`config.mk`:
```
export PLATFORM = sky130hd
export DESIGN_NAME = sac_core
export DESIGN_NICKNAME = d
export VERILOG_FILES = /design/src/sac_pkg.sv /design/src/sac_core.sv /design/src/sac_sync3.sv
export SDC_FILE = /design/constraint.sdc
export NUM_CORES = 1
export LEC_CHECK = 0
export ABC_CLOCK_PERIOD_IN_PS = 1700
export BUFFER_PORTS_ARGS = -buffer_cell sky130_fd_sc_hd__buf_2
export CORE_MARGIN = 1.5
export CORE_UTILIZATION = 55
export DETAILED_ROUTE_END_ITERATION = 16
export GPL_ROUTABILITY_DRIVEN = 0
export PLACE_DENSITY = 0.75
export SETUP_SLACK_MARGIN = 0.3
export SKIP_CTS_REPAIR_TIMING = 1
export SYNTH_ARGS = -nofsm -noshare
export SYNTH_HDL_FRONTEND = slang
export SYNTH_SLANG_ARGS = --single-unit
```
`constraint.sdc`:
```
create_clock -name clk_i -period 1.7 [get_ports clk_i]
set_input_delay 0.51 -clock clk_i [delete_from_list [all_inputs] [get_ports clk_i]]
set_output_delay 0.51 -clock clk_i [all_outputs]
set_load 0.005 [all_outputs]
```
`src/sac_pkg.sv`:
```
// Shared constants for the converter sequencing and serial readout block
package sac_pkg;

    // ************************************************************
    // Widths
    // ************************************************************
    localparam int RESULT_W = 18;
    localparam int CNT_W = 4;

    // ************************************************************
    // Timing figures and derived cycle counts
    // ************************************************************
    localparam int CLK_PERIOD_NS = 100;
    // Longest conversion, rounded down so we never exceed it
    localparam int CONV_TIME_NS = 527;
    localparam int CONV_CYCLES_RAW = CONV_TIME_NS / CLK_PERIOD_NS;
    localparam int CONV_CYCLES = (CONV_CYCLES_RAW < 1) ? 1 : CONV_CYCLES_RAW;
    // Host-side figures, kept for reference; neither the bench nor the host reads them
    localparam int START_GUARD_NS = 40;
    localparam int ACQ_TIME_NS = 460;

    // ************************************************************
    // Reset values and pin levels
    // ************************************************************
    localparam logic [RESULT_W-1:0] RESULT_RST = 18'h00000;
    localparam logic [CNT_W-1:0] CNT_ZERO = 4'h0;
    localparam logic [CNT_W-1:0] CNT_ONE = 4'h1;
    localparam logic CHAIN_SEL_NORMAL = 1'b0;
    localparam logic READ_EN_ACTIVE = 1'b0;

    // ************************************************************
    // Sequencer states
    // ************************************************************
    typedef enum logic [0:0] {
        SAC_ST_ASLEEP,
        SAC_ST_CONVERT
    } sac_state_t;

endpackage

```
`src/sac_core.sv`:
```
// Conversion sequencer and serial result shifter of an 18-bit SAR converter
`timescale 1ns/1ps

module sac_core #(
    parameter int RESULT_BITS = sac_pkg::RESULT_W,
    parameter int CONV_CYCLES = sac_pkg::CONV_CYCLES
) (
    input wire logic clk_i,
    input wire logic resetn_i,
    input wire logic conversion_start_i,
    input wire logic shift_clk_i,
    input wire logic read_enable_or_chain_in_i,
    input wire logic chain_mode_i,
    input wire logic [RESULT_BITS-1:0] conv_value_i,
    output logic busy_o,
    output logic powered_up_o,
    output logic acquiring_o,
    output logic serial_result_out_o,
    output logic serial_result_out_oe_o,
    output logic [RESULT_BITS-1:0] result_o
);
    import sac_pkg::*;

    // ************************************************************
    // Elaboration checks
    // ************************************************************
    initial begin
        if (RESULT_BITS != RESULT_W) begin
            $error("sac_core: RESULT_BITS must match the package width");
        end
        if (CONV_CYCLES < 1 || CONV_CYCLES >= (1 << CNT_W)) begin
            $error("sac_core: CONV_CYCLES out of counter range");
        end
    end

    localparam logic [CNT_W-1:0] CONV_LAST = CNT_W'(CONV_CYCLES);

    // ************************************************************
    // Pin synchronisers
    // ************************************************************
    logic [3:0] pins_raw;
    logic [3:0] pins_sync;
    logic start_lvl;
    logic sck_lvl;
    logic rdsdi_lvl;
    logic chain_lvl;

    assign pins_raw = {chain_mode_i, read_enable_or_chain_in_i, shift_clk_i,
                       conversion_start_i};

    sac_sync3 #(
        .WIDTH(4)
    ) u_sync (
        .clk_i(clk_i),
        .resetn_i(resetn_i),
        .pin_i(pins_raw),
        .level_o(pins_sync)
    );

    assign start_lvl = pins_sync[0];
    assign sck_lvl = pins_sync[1];
    assign rdsdi_lvl = pins_sync[2];
    assign chain_lvl = pins_sync[3];

    // ************************************************************
    // Registers
    // ************************************************************
    sac_state_t state_r;
    sac_state_t state_nxt;
    logic [CNT_W-1:0] cnt_r;
    logic [CNT_W-1:0] cnt_nxt;
    logic start_prev_r;
    logic sck_prev_r;
    logic rdsdi_prev_r;
    logic [RESULT_BITS-1:0] result_r;
    logic [RESULT_BITS-1:0] result_nxt;
    logic [RESULT_BITS-1:0] shreg_r;
    logic [RESULT_BITS-1:0] shreg_nxt;

    // ************************************************************
    // Edge detection on filtered pins
    // ************************************************************
    logic start_rise;
    logic sck_rise;
    logic rden_fall;
    logic chain_mode;

    assign start_rise = start_lvl & ~start_prev_r;
    assign sck_rise = sck_lvl & ~sck_prev_r;
    assign rden_fall = ~rdsdi_lvl & rdsdi_prev_r;
    assign chain_mode = (chain_lvl != CHAIN_SEL_NORMAL);

    // ************************************************************
    // Conversion sequencer
    // ************************************************************
    logic conv_done;
    logic conv_begin;

    // One decode of the converting state, shared by busy, power and done
    function automatic logic is_converting(input sac_state_t st);
        return (st == SAC_ST_CONVERT);
    endfunction

    // A start edge only counts while asleep; mid-conversion edges are dropped
    assign conv_begin = (state_r == SAC_ST_ASLEEP) && start_rise;
    // Fixed internal count, rounded down so 527 ns is never exceeded
    assign conv_done = is_converting(state_r) && (cnt_r == CONV_LAST);

    always_comb begin
        state_nxt = state_r;
        cnt_nxt = cnt_r;
        case (state_r)
            SAC_ST_ASLEEP: begin
                if (conv_begin) begin
                    state_nxt = SAC_ST_CONVERT;
                    cnt_nxt = CNT_ONE;
                end
            end
            SAC_ST_CONVERT: begin
                if (conv_done) begin
                    state_nxt = SAC_ST_ASLEEP;
                    cnt_nxt = CNT_ZERO;
                end else begin
                    cnt_nxt = cnt_r + CNT_ONE;
                end
            end
            default: begin
                state_nxt = SAC_ST_ASLEEP;
                cnt_nxt = CNT_ZERO;
            end
        endcase
    end

    // Latest result held across power-down for readout
    assign result_nxt = conv_done ? conv_value_i : result_r;

    // ************************************************************
    // Output shifter
    // ************************************************************
    logic out_enabled;
    logic shift_in_bit;

    // Normal mode: read-enable low drives; chain mode: always driven
    assign out_enabled = chain_mode | (rdsdi_lvl == READ_EN_ACTIVE);
    // Chain input feeds the tail so upstream data follows after 18 shifts
    assign shift_in_bit = chain_mode ? rdsdi_lvl : 1'b0;

    // Load beats shift: a fresh result must present its MSB first
    always_comb begin
        shreg_nxt = shreg_r;
        if (conv_done) begin
            shreg_nxt = conv_value_i;
        end else if (!chain_mode && rden_fall) begin
            shreg_nxt = result_r;
        end else if (sck_rise && out_enabled) begin
            shreg_nxt = {shreg_r[RESULT_BITS-2:0], shift_in_bit};
        end
    end

    // ************************************************************
    // State flops
    // ************************************************************
    always_ff @(posedge clk_i) begin
        if (!resetn_i) begin
            state_r <= SAC_ST_ASLEEP;
            cnt_r <= CNT_ZERO;
        end else begin
            state_r <= state_nxt;
            cnt_r <= cnt_nxt;
        end
    end

    // Edge history; reset to low so a high pin at release looks like an edge
    always_ff @(posedge clk_i) begin
        if (!resetn_i) begin
            start_prev_r <= 1'b0;
            sck_prev_r <= 1'b0;
            rdsdi_prev_r <= 1'b0;
        end else begin
            start_prev_r <= start_lvl;
            sck_prev_r <= sck_lvl;
            rdsdi_prev_r <= rdsdi_lvl;
        end
    end

    // Result and shifter data
    always_ff @(posedge clk_i) begin
        if (!resetn_i) begin
            result_r <= RESULT_RST;
            shreg_r <= RESULT_RST;
        end else begin
            result_r <= result_nxt;
            shreg_r <= shreg_nxt;
        end
    end

    // ************************************************************
    // Outputs
    // ************************************************************
    // Busy is the conversion state itself, so it cannot glitch
    assign busy_o = is_converting(state_r);
    // Powered only while converting; sleeps through acquisition and readout
    assign powered_up_o = is_converting(state_r);
    assign acquiring_o = (state_r == SAC_ST_ASLEEP);
    // MSB sits at the top until the first rising shift edge moves it
    assign serial_result_out_o = shreg_r[RESULT_BITS-1];
    assign serial_result_out_oe_o = out_enabled;
    assign result_o = result_r;

endmodule

```
`src/sac_sync3.sv`:
```
// Three-stage pin synchroniser with agreement filter
`timescale 1ns/1ps

module sac_sync3 #(
    parameter int WIDTH = 1
) (
    input wire logic clk_i,
    input wire logic resetn_i,
    input wire logic [WIDTH-1:0] pin_i,
    output logic [WIDTH-1:0] level_o
);
    import sac_pkg::*;

    logic [WIDTH-1:0] s1_r;
    logic [WIDTH-1:0] s2_r;
    logic [WIDTH-1:0] s3_r;
    logic [WIDTH-1:0] level_r;
    logic [WIDTH-1:0] level_nxt;

    initial begin
        if (WIDTH < 1) begin
            $error("sac_sync3: WIDTH must be at least 1");
        end
    end

    // ************************************************************
    // Agreement of stages two and three accepts a change
    // ************************************************************
    // First stage is read only by the second one (metastability)
    assign level_nxt = (s2_r == s3_r) ? s3_r : level_r;
    assign level_o = level_r;

    // Shift chain, all clear on reset
    always_ff @(posedge clk_i) begin
        if (!resetn_i) begin
            s1_r <= '0;
            s2_r <= '0;
            s3_r <= '0;
            level_r <= '0;
        end else begin
            s1_r <= pin_i;
            s2_r <= s1_r;
            s3_r <= s2_r;
            level_r <= level_nxt;
        end
    end

endmodule

```
==> flow_metrics.tcl, run 1 <==
set metrics [dict create \
    post-route-min-period_ns 1.58 \
    syn_nets 290 \
    clockBufferDepth 2 \
    finalWirelength_mm 7.07 \
    max_freq_mhz 632 \
    ys_types 38 \
    grt_pass1_vias 1889 \
    slowest_stage "or3_4" \
    critPathMaxStageDelay_ns 0.44 \
    core_area_um2 4410 \
    firstDrtPassIters 4 \
    cp_top_family "simple AND/OR/NAND/NOR gates" \
    layout_commonest_cell "dfxtp_1" \
    regArea_um2 1210 \
    drt_iter0_markers 181 \
    fin_util 0.824 \
    multi_input_area_um2 1460 \
    drive_gt1_frac 0.503 \
    grt_pass1_wl_mm 8.71 \
    die_h_um 71.1 \
    cts_tree "done" \
    powerDensity_nw_per_um2 833 \
    start_util 0.578 \
    final_cell_mix "dfxtp_1, buf_2, o22ai_1" \
    worst_slack_ns 0.119 \
    critPathKind "flip-flop to flip-flop" \
    run_status "finished clean" \
    pre_cts_ws_ns 0.193 \
    hold_viol_final 0 \
    crit_path_start_kind "flip-flop" \
    synth_area_um2 2550 \
    setup_viol 0 \
    critPathMaxFanout 6 \
    dieArea_um2 5050 \
    antenna_found_initial 0 \
    synth_top_area_frac 0.471 \
    root_buffer "clkbuf_8" \
    clock_sinks 60 \
    grt_max_degree 35 \
    finalPower_mw 3.03 \
    io_pins 47 \
    syn_to_final_growth_pct 42.6 \
    htreeDepth 3 \
    finClkSkew_ns 0.0107 \
    ys_seq_area_frac 0.471 \
    fill_cells 253 \
    numCtsBuffers 9 \
    vias_per_cell 5.94 \
    synth.avg_cell_area_um2 9.66 \
    worstMarginPinSlew_ns 0.409 \
    clk-insertion-delay-late_ns 0.35 \
    critPathRequiredTime_ns 1.93 \
    leakage_nw 1.43 \
    rsz0062_at_grt "yes" \
    num_rows 24 \
    clkTransAtPathRegs_ns 0.07 \
    drc 0 \
    synth_top_cell_by_area "dfxtp_1" \
    crit_buf_inv 2 \
    endpoint_kind "flip-flop" \
    hp-class "input pin to flip-flop" \
    ys.warnings.count 0 \
    tns_ns 0 \
    diodes 0 \
    irDropWorstVdd_mv 0.618 \
    ant_nets 0 \
    fin_crit_sh 0.930 \
    layout.nets 355 \
    yosys_register_bits 60 \
    port_buffers 46 \
    drt-wirelength-per-cell_um 18.3 \
    cp_cell_sequence "inv_2, ha_4, nand2_4, or3_4, clkbuf_16, o21ai_2, a211oi_2" \
    dp_hpwl_mm 3.37 \
    grt_overflow 0 \
    maxCapViolCount 0 \
    slew_violations 0 \
    vias 2294 \
    cp_data_arrival_time_ns 1.81 \
    grt_use_total 0.218 \
    synth.area.top_cells "dfxtp_1, nand2_1, a211oi_2" \
    syn_inst 264 \
    holdWs_ns 0.368 \
    die_w_um 71.1 \
    relSlewSlack 0.726 \
]
## final timing paths
check	start	end	slack, ns	cells after the start
hold / removal	conversion_start_i	u_sync.s1_r[0]$_SDFF_PN0_	0.37	2
setup / recovery	cnt_r[1]$_SDFFE_PN0P_	shreg_r[7]$_SDFFE_PN0P_	0.12	7
setup reg to reg	cnt_r[1]$_SDFFE_PN0P_	shreg_r[7]$_SDFFE_PN0P_	0.12	7
hold reg to reg	u_sync.s1_r[0]$_SDFF_PN0_	u_sync.s2_r[0]$_SDFF_PN0_	0.43	1
## cell families after synthesis
family,share of synthesized area
compound gates,0.233
xor+xnor,0.0137
fa+ha+maj,0.00981
buf+inv,0.0731
flops,0.471
mux,0.0201
simple gates,0.180
## metrics by stage
stage	area, um^2	instances
floorplan	2610	264
global placement	2830	353
detailed placement	2830	353
CTS	3040	369
global route	3640	386
finish	3640	386
## flip-flops by register name, indices dropped and copies added (netlist names)
register,flops
u_sync.s2_r,4
rdsdi_prev_r,1
result_o,18
busy_o,1
shreg_r,18
start_prev_r,1
u_sync.s3_r,4
cnt_r,4
u_sync.level_o,4
sck_prev_r,1
u_sync.s1_r,4
## cell type report
class                      instances  area share
timing repair buffer              74       0.184
multi-input combinational        180       0.402
sequential                        60       0.333
clock buffer                      11      0.0416
clock inverter                     5      0.0165
inverter                           4     0.00482
tap                               52      0.0179
## Yosys cell counts
master,n
nor3_1,17
nand2_1,38
nor3_4,1
inv_2,1
a31oi_1,1
dlygate4sd1_1,1
clkbuf_8,2
and3_1,2
o211ai_1,2
a21boi_1,12
o21ai_2,3
mux2_2,1
o21ai_1,7
buf_4,3
nor2_1,1
and2b_1,1
mux2i_1,4
or3_1,1
a21boi_0,6
and3b_1,2
inv_1,3
ha_1,2
and2_1,16
buf_6,8
nand4_1,1
dfxtp_1,60
clkbuf_1,6
o21ai_0,10
o22ai_1,19
a21oi_1,1
a21oi_4,1
xnor2_1,4
nor2b_1,4
a211oi_2,10
nand2b_1,3
nand3_1,1
nor2_4,1
a211oi_1,8
## metal layers
layer | global-route usage | vias up | part of all wire
met5 | 0 | - | 0
met4 | 0.0881 | 0 | 0.026
met3 | 0.0741 | 21 | 0.069
met2 | 0.335 | 95 | 0.49
met1 | 0.284 | 1106 | 0.42
li1 | - | 1072 | -
## report_power, final
group	leakage [nW]	switching (mW)	internal, mW
registers	0.489	0.0180	1.43
clock network	0.106	0.593	0.758
logic	0.832	0.115	0.109
(Power assumes the default switching activity.)
==> run 2: changes to the inputs <==
Settings changed: CORE_UTILIZATION 55 to 56, SYNTH_HIERARCHICAL set to 1.
==> flow_metrics.tcl, run 2 <==
set metrics [dict create \
    ys_seq_area_frac 0.430 \
    hold_viol_final 0 \
    finalWirelength_mm 6.37 \
    critPathRequiredTime_ns 1.97 \
    relSlewSlack 0.718 \
    powerDensity_nw_per_um2 827 \
    num_rows 25 \
    grt_pass1_wl_mm 9.14 \
    ys_types 35 \
    layout.nets 383 \
    cts_tree "done" \
    drt-wirelength-per-cell_um 14.9 \
    syn_to_final_growth_pct 27.3 \
    vias 2366 \
    run_status "finished clean" \
    cp_data_arrival_time_ns 1.75 \
    drc 0 \
    post-route-min-period_ns 1.48 \
    critPathKind "flip-flop to flip-flop" \
    grt_max_degree 38 \
    fin_crit_sh 0.872 \
    die_w_um 73.6 \
    max_freq_mhz 675 \
    crit_buf_inv 3 \
    slew_violations 0 \
    diodes 0 \
    synth_area_um2 2790 \
    worstMarginPinSlew_ns 0.420 \
    hp-class "input pin to flip-flop" \
    numCtsBuffers 9 \
    maxCapViolCount 0 \
    port_buffers 46 \
    htreeDepth 3 \
    critPathMaxStageDelay_ns 0.33 \
    syn_inst 304 \
    drt_iter0_markers 175 \
    dp_hpwl_mm 3.53 \
    clkTransAtPathRegs_ns 0.07 \
    critPathMaxFanout 9 \
    slowest_stage "dfxtp_2" \
    antenna_found_initial 0 \
    cp_cell_sequence "inv_2, ha_4, nand2_4, nor3_4, buf_12, buf_8, nor3_1, nor3_1" \
    io_pins 47 \
    grt_use_total 0.222 \
    vias_per_cell 5.52 \
    drive_gt1_frac 0.392 \
    hold-path-cell-count 2 \
    yosys_register_bits 60 \
    core_area_um2 4750 \
    ys_async_sr_fraction 0 \
    die_h_um 73.6 \
    yosys.cell_count.top_type "dfxtp_1" \
    final_cell_mix "dfxtp_1, nand2_1, buf_2" \
    synth.avg_cell_area_um2 9.19 \
    clk-insertion-delay-late_ns 0.35 \
    crit_path_start_kind "flip-flop" \
    start_util 0.588 \
    synth.area.top_cells "dfxtp_1, a21boi_2, nor3_1" \
    layout_commonest_cell "dfxtp_1" \
    tns_ns 0 \
    ant_nets 0 \
    endpoint_kind "flip-flop" \
    critical_path_depth 8 \
    synth-main-ff-cell "dfxtp_1" \
    rsz0062_at_grt "yes" \
    clock_sinks 60 \
    finClkSkew_ns 0.00886 \
    clockBufferDepth 2 \
    firstDrtPassIters 4 \
    holdWs_ns 0.359 \
    worst_path_most_repeated_cell "nor3_1" \
    reg2reg_depth 8 \
    irDropWorstVdd_mv 0.853 \
    synth_common_cells "dfxtp_1, nand2_1, nor3_1" \
    cp_top_family "simple AND/OR/NAND/NOR gates" \
    grt_overflow 0 \
    syn_nets 330 \
    setup_viol 0 \
    root_buffer "clkbuf_8" \
    synth_top_area_frac 0.430 \
    leakage_nw 1.43 \
    ys.warnings.count 6 \
    grt_pass1_vias 2056 \
    synth_top_cell_by_area "dfxtp_1" \
    dieArea_um2 5420 \
    synth_edf_count 0 \
]
-- run 2: cell count changes after synthesis, sizes merged, moves of 10 or more --
cell	before	now
a211oi	18	1
o22ai	19	2
o21a	0	17
nand2	38	48
nor3b	0	17
nor3	18	52
-- run 2: worst paths after layout --
check	from	to	slack (ns)
worst max register to register	cnt_r[1]$_SDFFE_PN0P_	shreg_r[9]$_SDFFE_PN0P_	0.22
worst max-delay path	cnt_r[1]$_SDFFE_PN0P_	shreg_r[9]$_SDFFE_PN0P_	0.22
worst min register to register	u_sync/s1_r[3]$_SDFF_PN0_	u_sync/s2_r[3]$_SDFF_PN0_	0.44
worst min-delay path	shift_clk_i	u_sync/s1_r[1]$_SDFF_PN0_	0.36
-- run 2: final cells by class --
class	instances	area, um^2
Fill cell	355	1200
Timing Repair Buffer	65	508
Inverter	3	13.8
Clock buffer	9	124
Multi-Input combinational cell	218	1540
Clock inverter	7	77.6
Tap cell	67	83.8
Sequential cell	60	1210
-- run 2: logic make-up after synthesis --
| logic type | share of synthesized area |
|---|---|
| flip-flops | 0.430 |
| multiplexers | 0.0184 |
| AND/OR/NAND/NOR | 0.305 |
| buffers and inverters | 0.0488 |
| AO/OA/AOI/OAI | 0.176 |
| adder cells (fa/ha/maj) | 0.00896 |
| XOR/XNOR | 0.0125 |
-- run 2: metrics by stage --
stage / total power [mW] / util / cells / worst slack, ns / cell area [um^2]
final: 2.94 / 0.748 / 429 / 0.218 / 3560
after global routing: 3.03 / 0.748 / 429 / 0.147 / 3560
after CTS: 2.96 / 0.691 / 420 / 0.0831 / 3280
after detailed placement: 1.67 / 0.648 / 404 / 0.198 / 3080
after global placement: 1.67 / 0.648 / 404 / 0.248 / 3080
after floorplan: 1.60 / - / 304 / 0.296 / 2790
-- run 2: worst reg2reg max path, delay by kind of cell, from the launching register on --
family,cells,cell delay [ns]
flip-flops,1,0.33
adder cells (fa/ha/maj),1,0.16
AND/OR/NAND/NOR,4,0.51
buffers and inverters,3,0.40
-- run 2: report_power, final --
| group | switching (mW) | internal (mW) |
|---|---|---|
| logic | 0.102 | 0.0977 |
| clock network | 0.612 | 0.679 |
| registers | 0.0183 | 1.43 |
| total | 0.733 | 2.21 |
-- run 2: metal layers --
metal	track usage	share of wire	wire (um)	up-vias
met5	0	0	0	-
met4	0.117	0.027	171	0
met3	0.0494	0.049	312	18
met2	0.361	0.46	2950	67
met1	0.273	0.46	2940	1122
li1	-	-	-	1159
==> run 3: changes to the inputs <==
Settings changed: MAX_ROUTING_LAYER set to met4.
==> flow_metrics.tcl, run 3 (same netlist as run 2, synthesis figures left out) <==
set metrics [dict create \
    run_status "finished clean" \
    irDropWorstVdd_mv 0.853 \
    port_buffers 46 \
    clock_sinks 60 \
    layout.nets 383 \
    cts_tree "done" \
    grt_max_degree 38 \
    antenna_found_initial 0 \
    drt_iter0_markers 150 \
    rsz0062_at_grt "yes" \
    holdWs_ns 0.363 \
    critPathMaxStageDelay_ns 0.33 \
    crit_path_start_kind "flip-flop" \
    vias_per_cell 5.51 \
    core_area_um2 4750 \
    finalWirelength_mm 6.34 \
    diodes 0 \
    slowest_stage "dfxtp_2" \
    root_buffer "clkbuf_8" \
    relSlewSlack 0.714 \
    clockBufferDepth 2 \
    critPathRequiredTime_ns 1.97 \
    drc 0 \
    vias 2362 \
    hold_viol_final 0 \
    drt-wirelength-per-cell_um 14.8 \
    post-route-min-period_ns 1.48 \
    die_w_um 73.6 \
    fill_cells 355 \
    fin_crit_sh 0.871 \
    endpoint_kind "flip-flop" \
    syn_to_final_growth_pct 27.3 \
    layout_commonest_cell "dfxtp_1" \
    hp-class "input pin to flip-flop" \
    powerDensity_nw_per_um2 826 \
    critPathKind "flip-flop to flip-flop" \
    tns_ns 0 \
    cp_cell_sequence "inv_2, ha_4, nand2_4, nor3_4, buf_12, buf_8, nor3_1, nor3_1" \
    leakage_nw 1.43 \
    maxCapViolCount 0 \
    numCtsBuffers 9 \
    max_freq_mhz 675 \
    finClkSkew_ns 0.00912 \
    grt_pass1_wl_mm 9.16 \
    dp_hpwl_mm 3.53 \
    clkTransAtPathRegs_ns 0.07 \
    slew_violations 0 \
    grt_use_total 0.229 \
    cp_data_arrival_time_ns 1.75 \
    io_pins 47 \
    grt_overflow 0 \
    crit_buf_inv 3 \
    drive_gt1_frac 0.392 \
    setup_viol 0 \
    htreeDepth 3 \
    firstDrtPassIters 4 \
    critPathMaxFanout 9 \
    start_util 0.588 \
    num_rows 25 \
    worst_path_most_repeated_cell "nor3_1" \
    final_cell_mix "dfxtp_1, nand2_1, buf_2" \
    dieArea_um2 5420 \
    cp_top_family "simple AND/OR/NAND/NOR gates" \
    worstMarginPinSlew_ns 0.426 \
    clk-insertion-delay-late_ns 0.34 \
    grt_pass1_vias 2053 \
    die_h_um 73.6 \
    ant_nets 0 \
]
==> run 3: power by group <==
group	total (mW)	switching, mW	internal [mW]	leakage, nW
logic	0.200	0.102	0.0977	0.855
clock network	1.29	0.607	0.680	0.0877
registers	1.45	0.0183	1.43	0.490
total	2.94	0.728	2.21	1.43
==> run 3: layout make-up <==
| type | count | area (um^2) | share of cell area |
|---|---|---|---|
| Sequential cell | 60 | 1210 | 0.341 |
| Clock buffer | 9 | 124 | 0.0348 |
| Clock inverter | 7 | 77.6 | 0.0218 |
| Inverter | 3 | 13.8 | 0.00387 |
| Multi-Input combinational cell | 218 | 1540 | 0.432 |
| Tap cell | 67 | 83.8 | 0.0236 |
| Timing Repair Buffer | 65 | 508 | 0.143 |
==> run 3: worst register-to-register path, delay by kind of cell, from the launching register on <==
| kind | cells | cell delay, ns |
|---|---|---|
| adders and majority gates | 1 | 0.16 |
| buffers and inverters | 3 | 0.40 |
| DFF | 1 | 0.33 |
| and+or+nand+nor | 4 | 0.51 |
==> run 3: metrics by stage <==
stage	worst slack (ns)	util	instances	total power, mW	instance area (um^2)
global route	0.147	0.748	429	3.03	3560
CTS	0.0831	0.691	420	2.96	3280
detailed placement	0.198	0.648	404	1.67	3080
floorplan	0.296	-	304	1.60	2790
global placement	0.248	0.648	404	1.67	3080
finish	0.219	0.748	429	2.94	3560
==> run 3: final timing paths <==
kind	slack (ns)	end	cells past startpoint	startpoint
worst min register to register	0.44	u_sync/s2_r[3]$_SDFF_PN0_	1	u_sync/s1_r[3]$_SDFF_PN0_
worst min-delay path	0.36	u_sync/s1_r[1]$_SDFF_PN0_	2	shift_clk_i
worst max-delay path	0.22	shreg_r[9]$_SDFFE_PN0P_	8	cnt_r[1]$_SDFFE_PN0P_
worst max register to register	0.22	shreg_r[9]$_SDFFE_PN0P_	8	cnt_r[1]$_SDFFE_PN0P_
==> run 3: routing by layer <==
layer	track usage	up-vias	part of all wire
met4	0.117	0	0.026
met3	0.0535	16	0.042
li1	-	1159	-
met5	-	-	0
met1	0.273	1126	0.47
met2	0.361	61	0.46
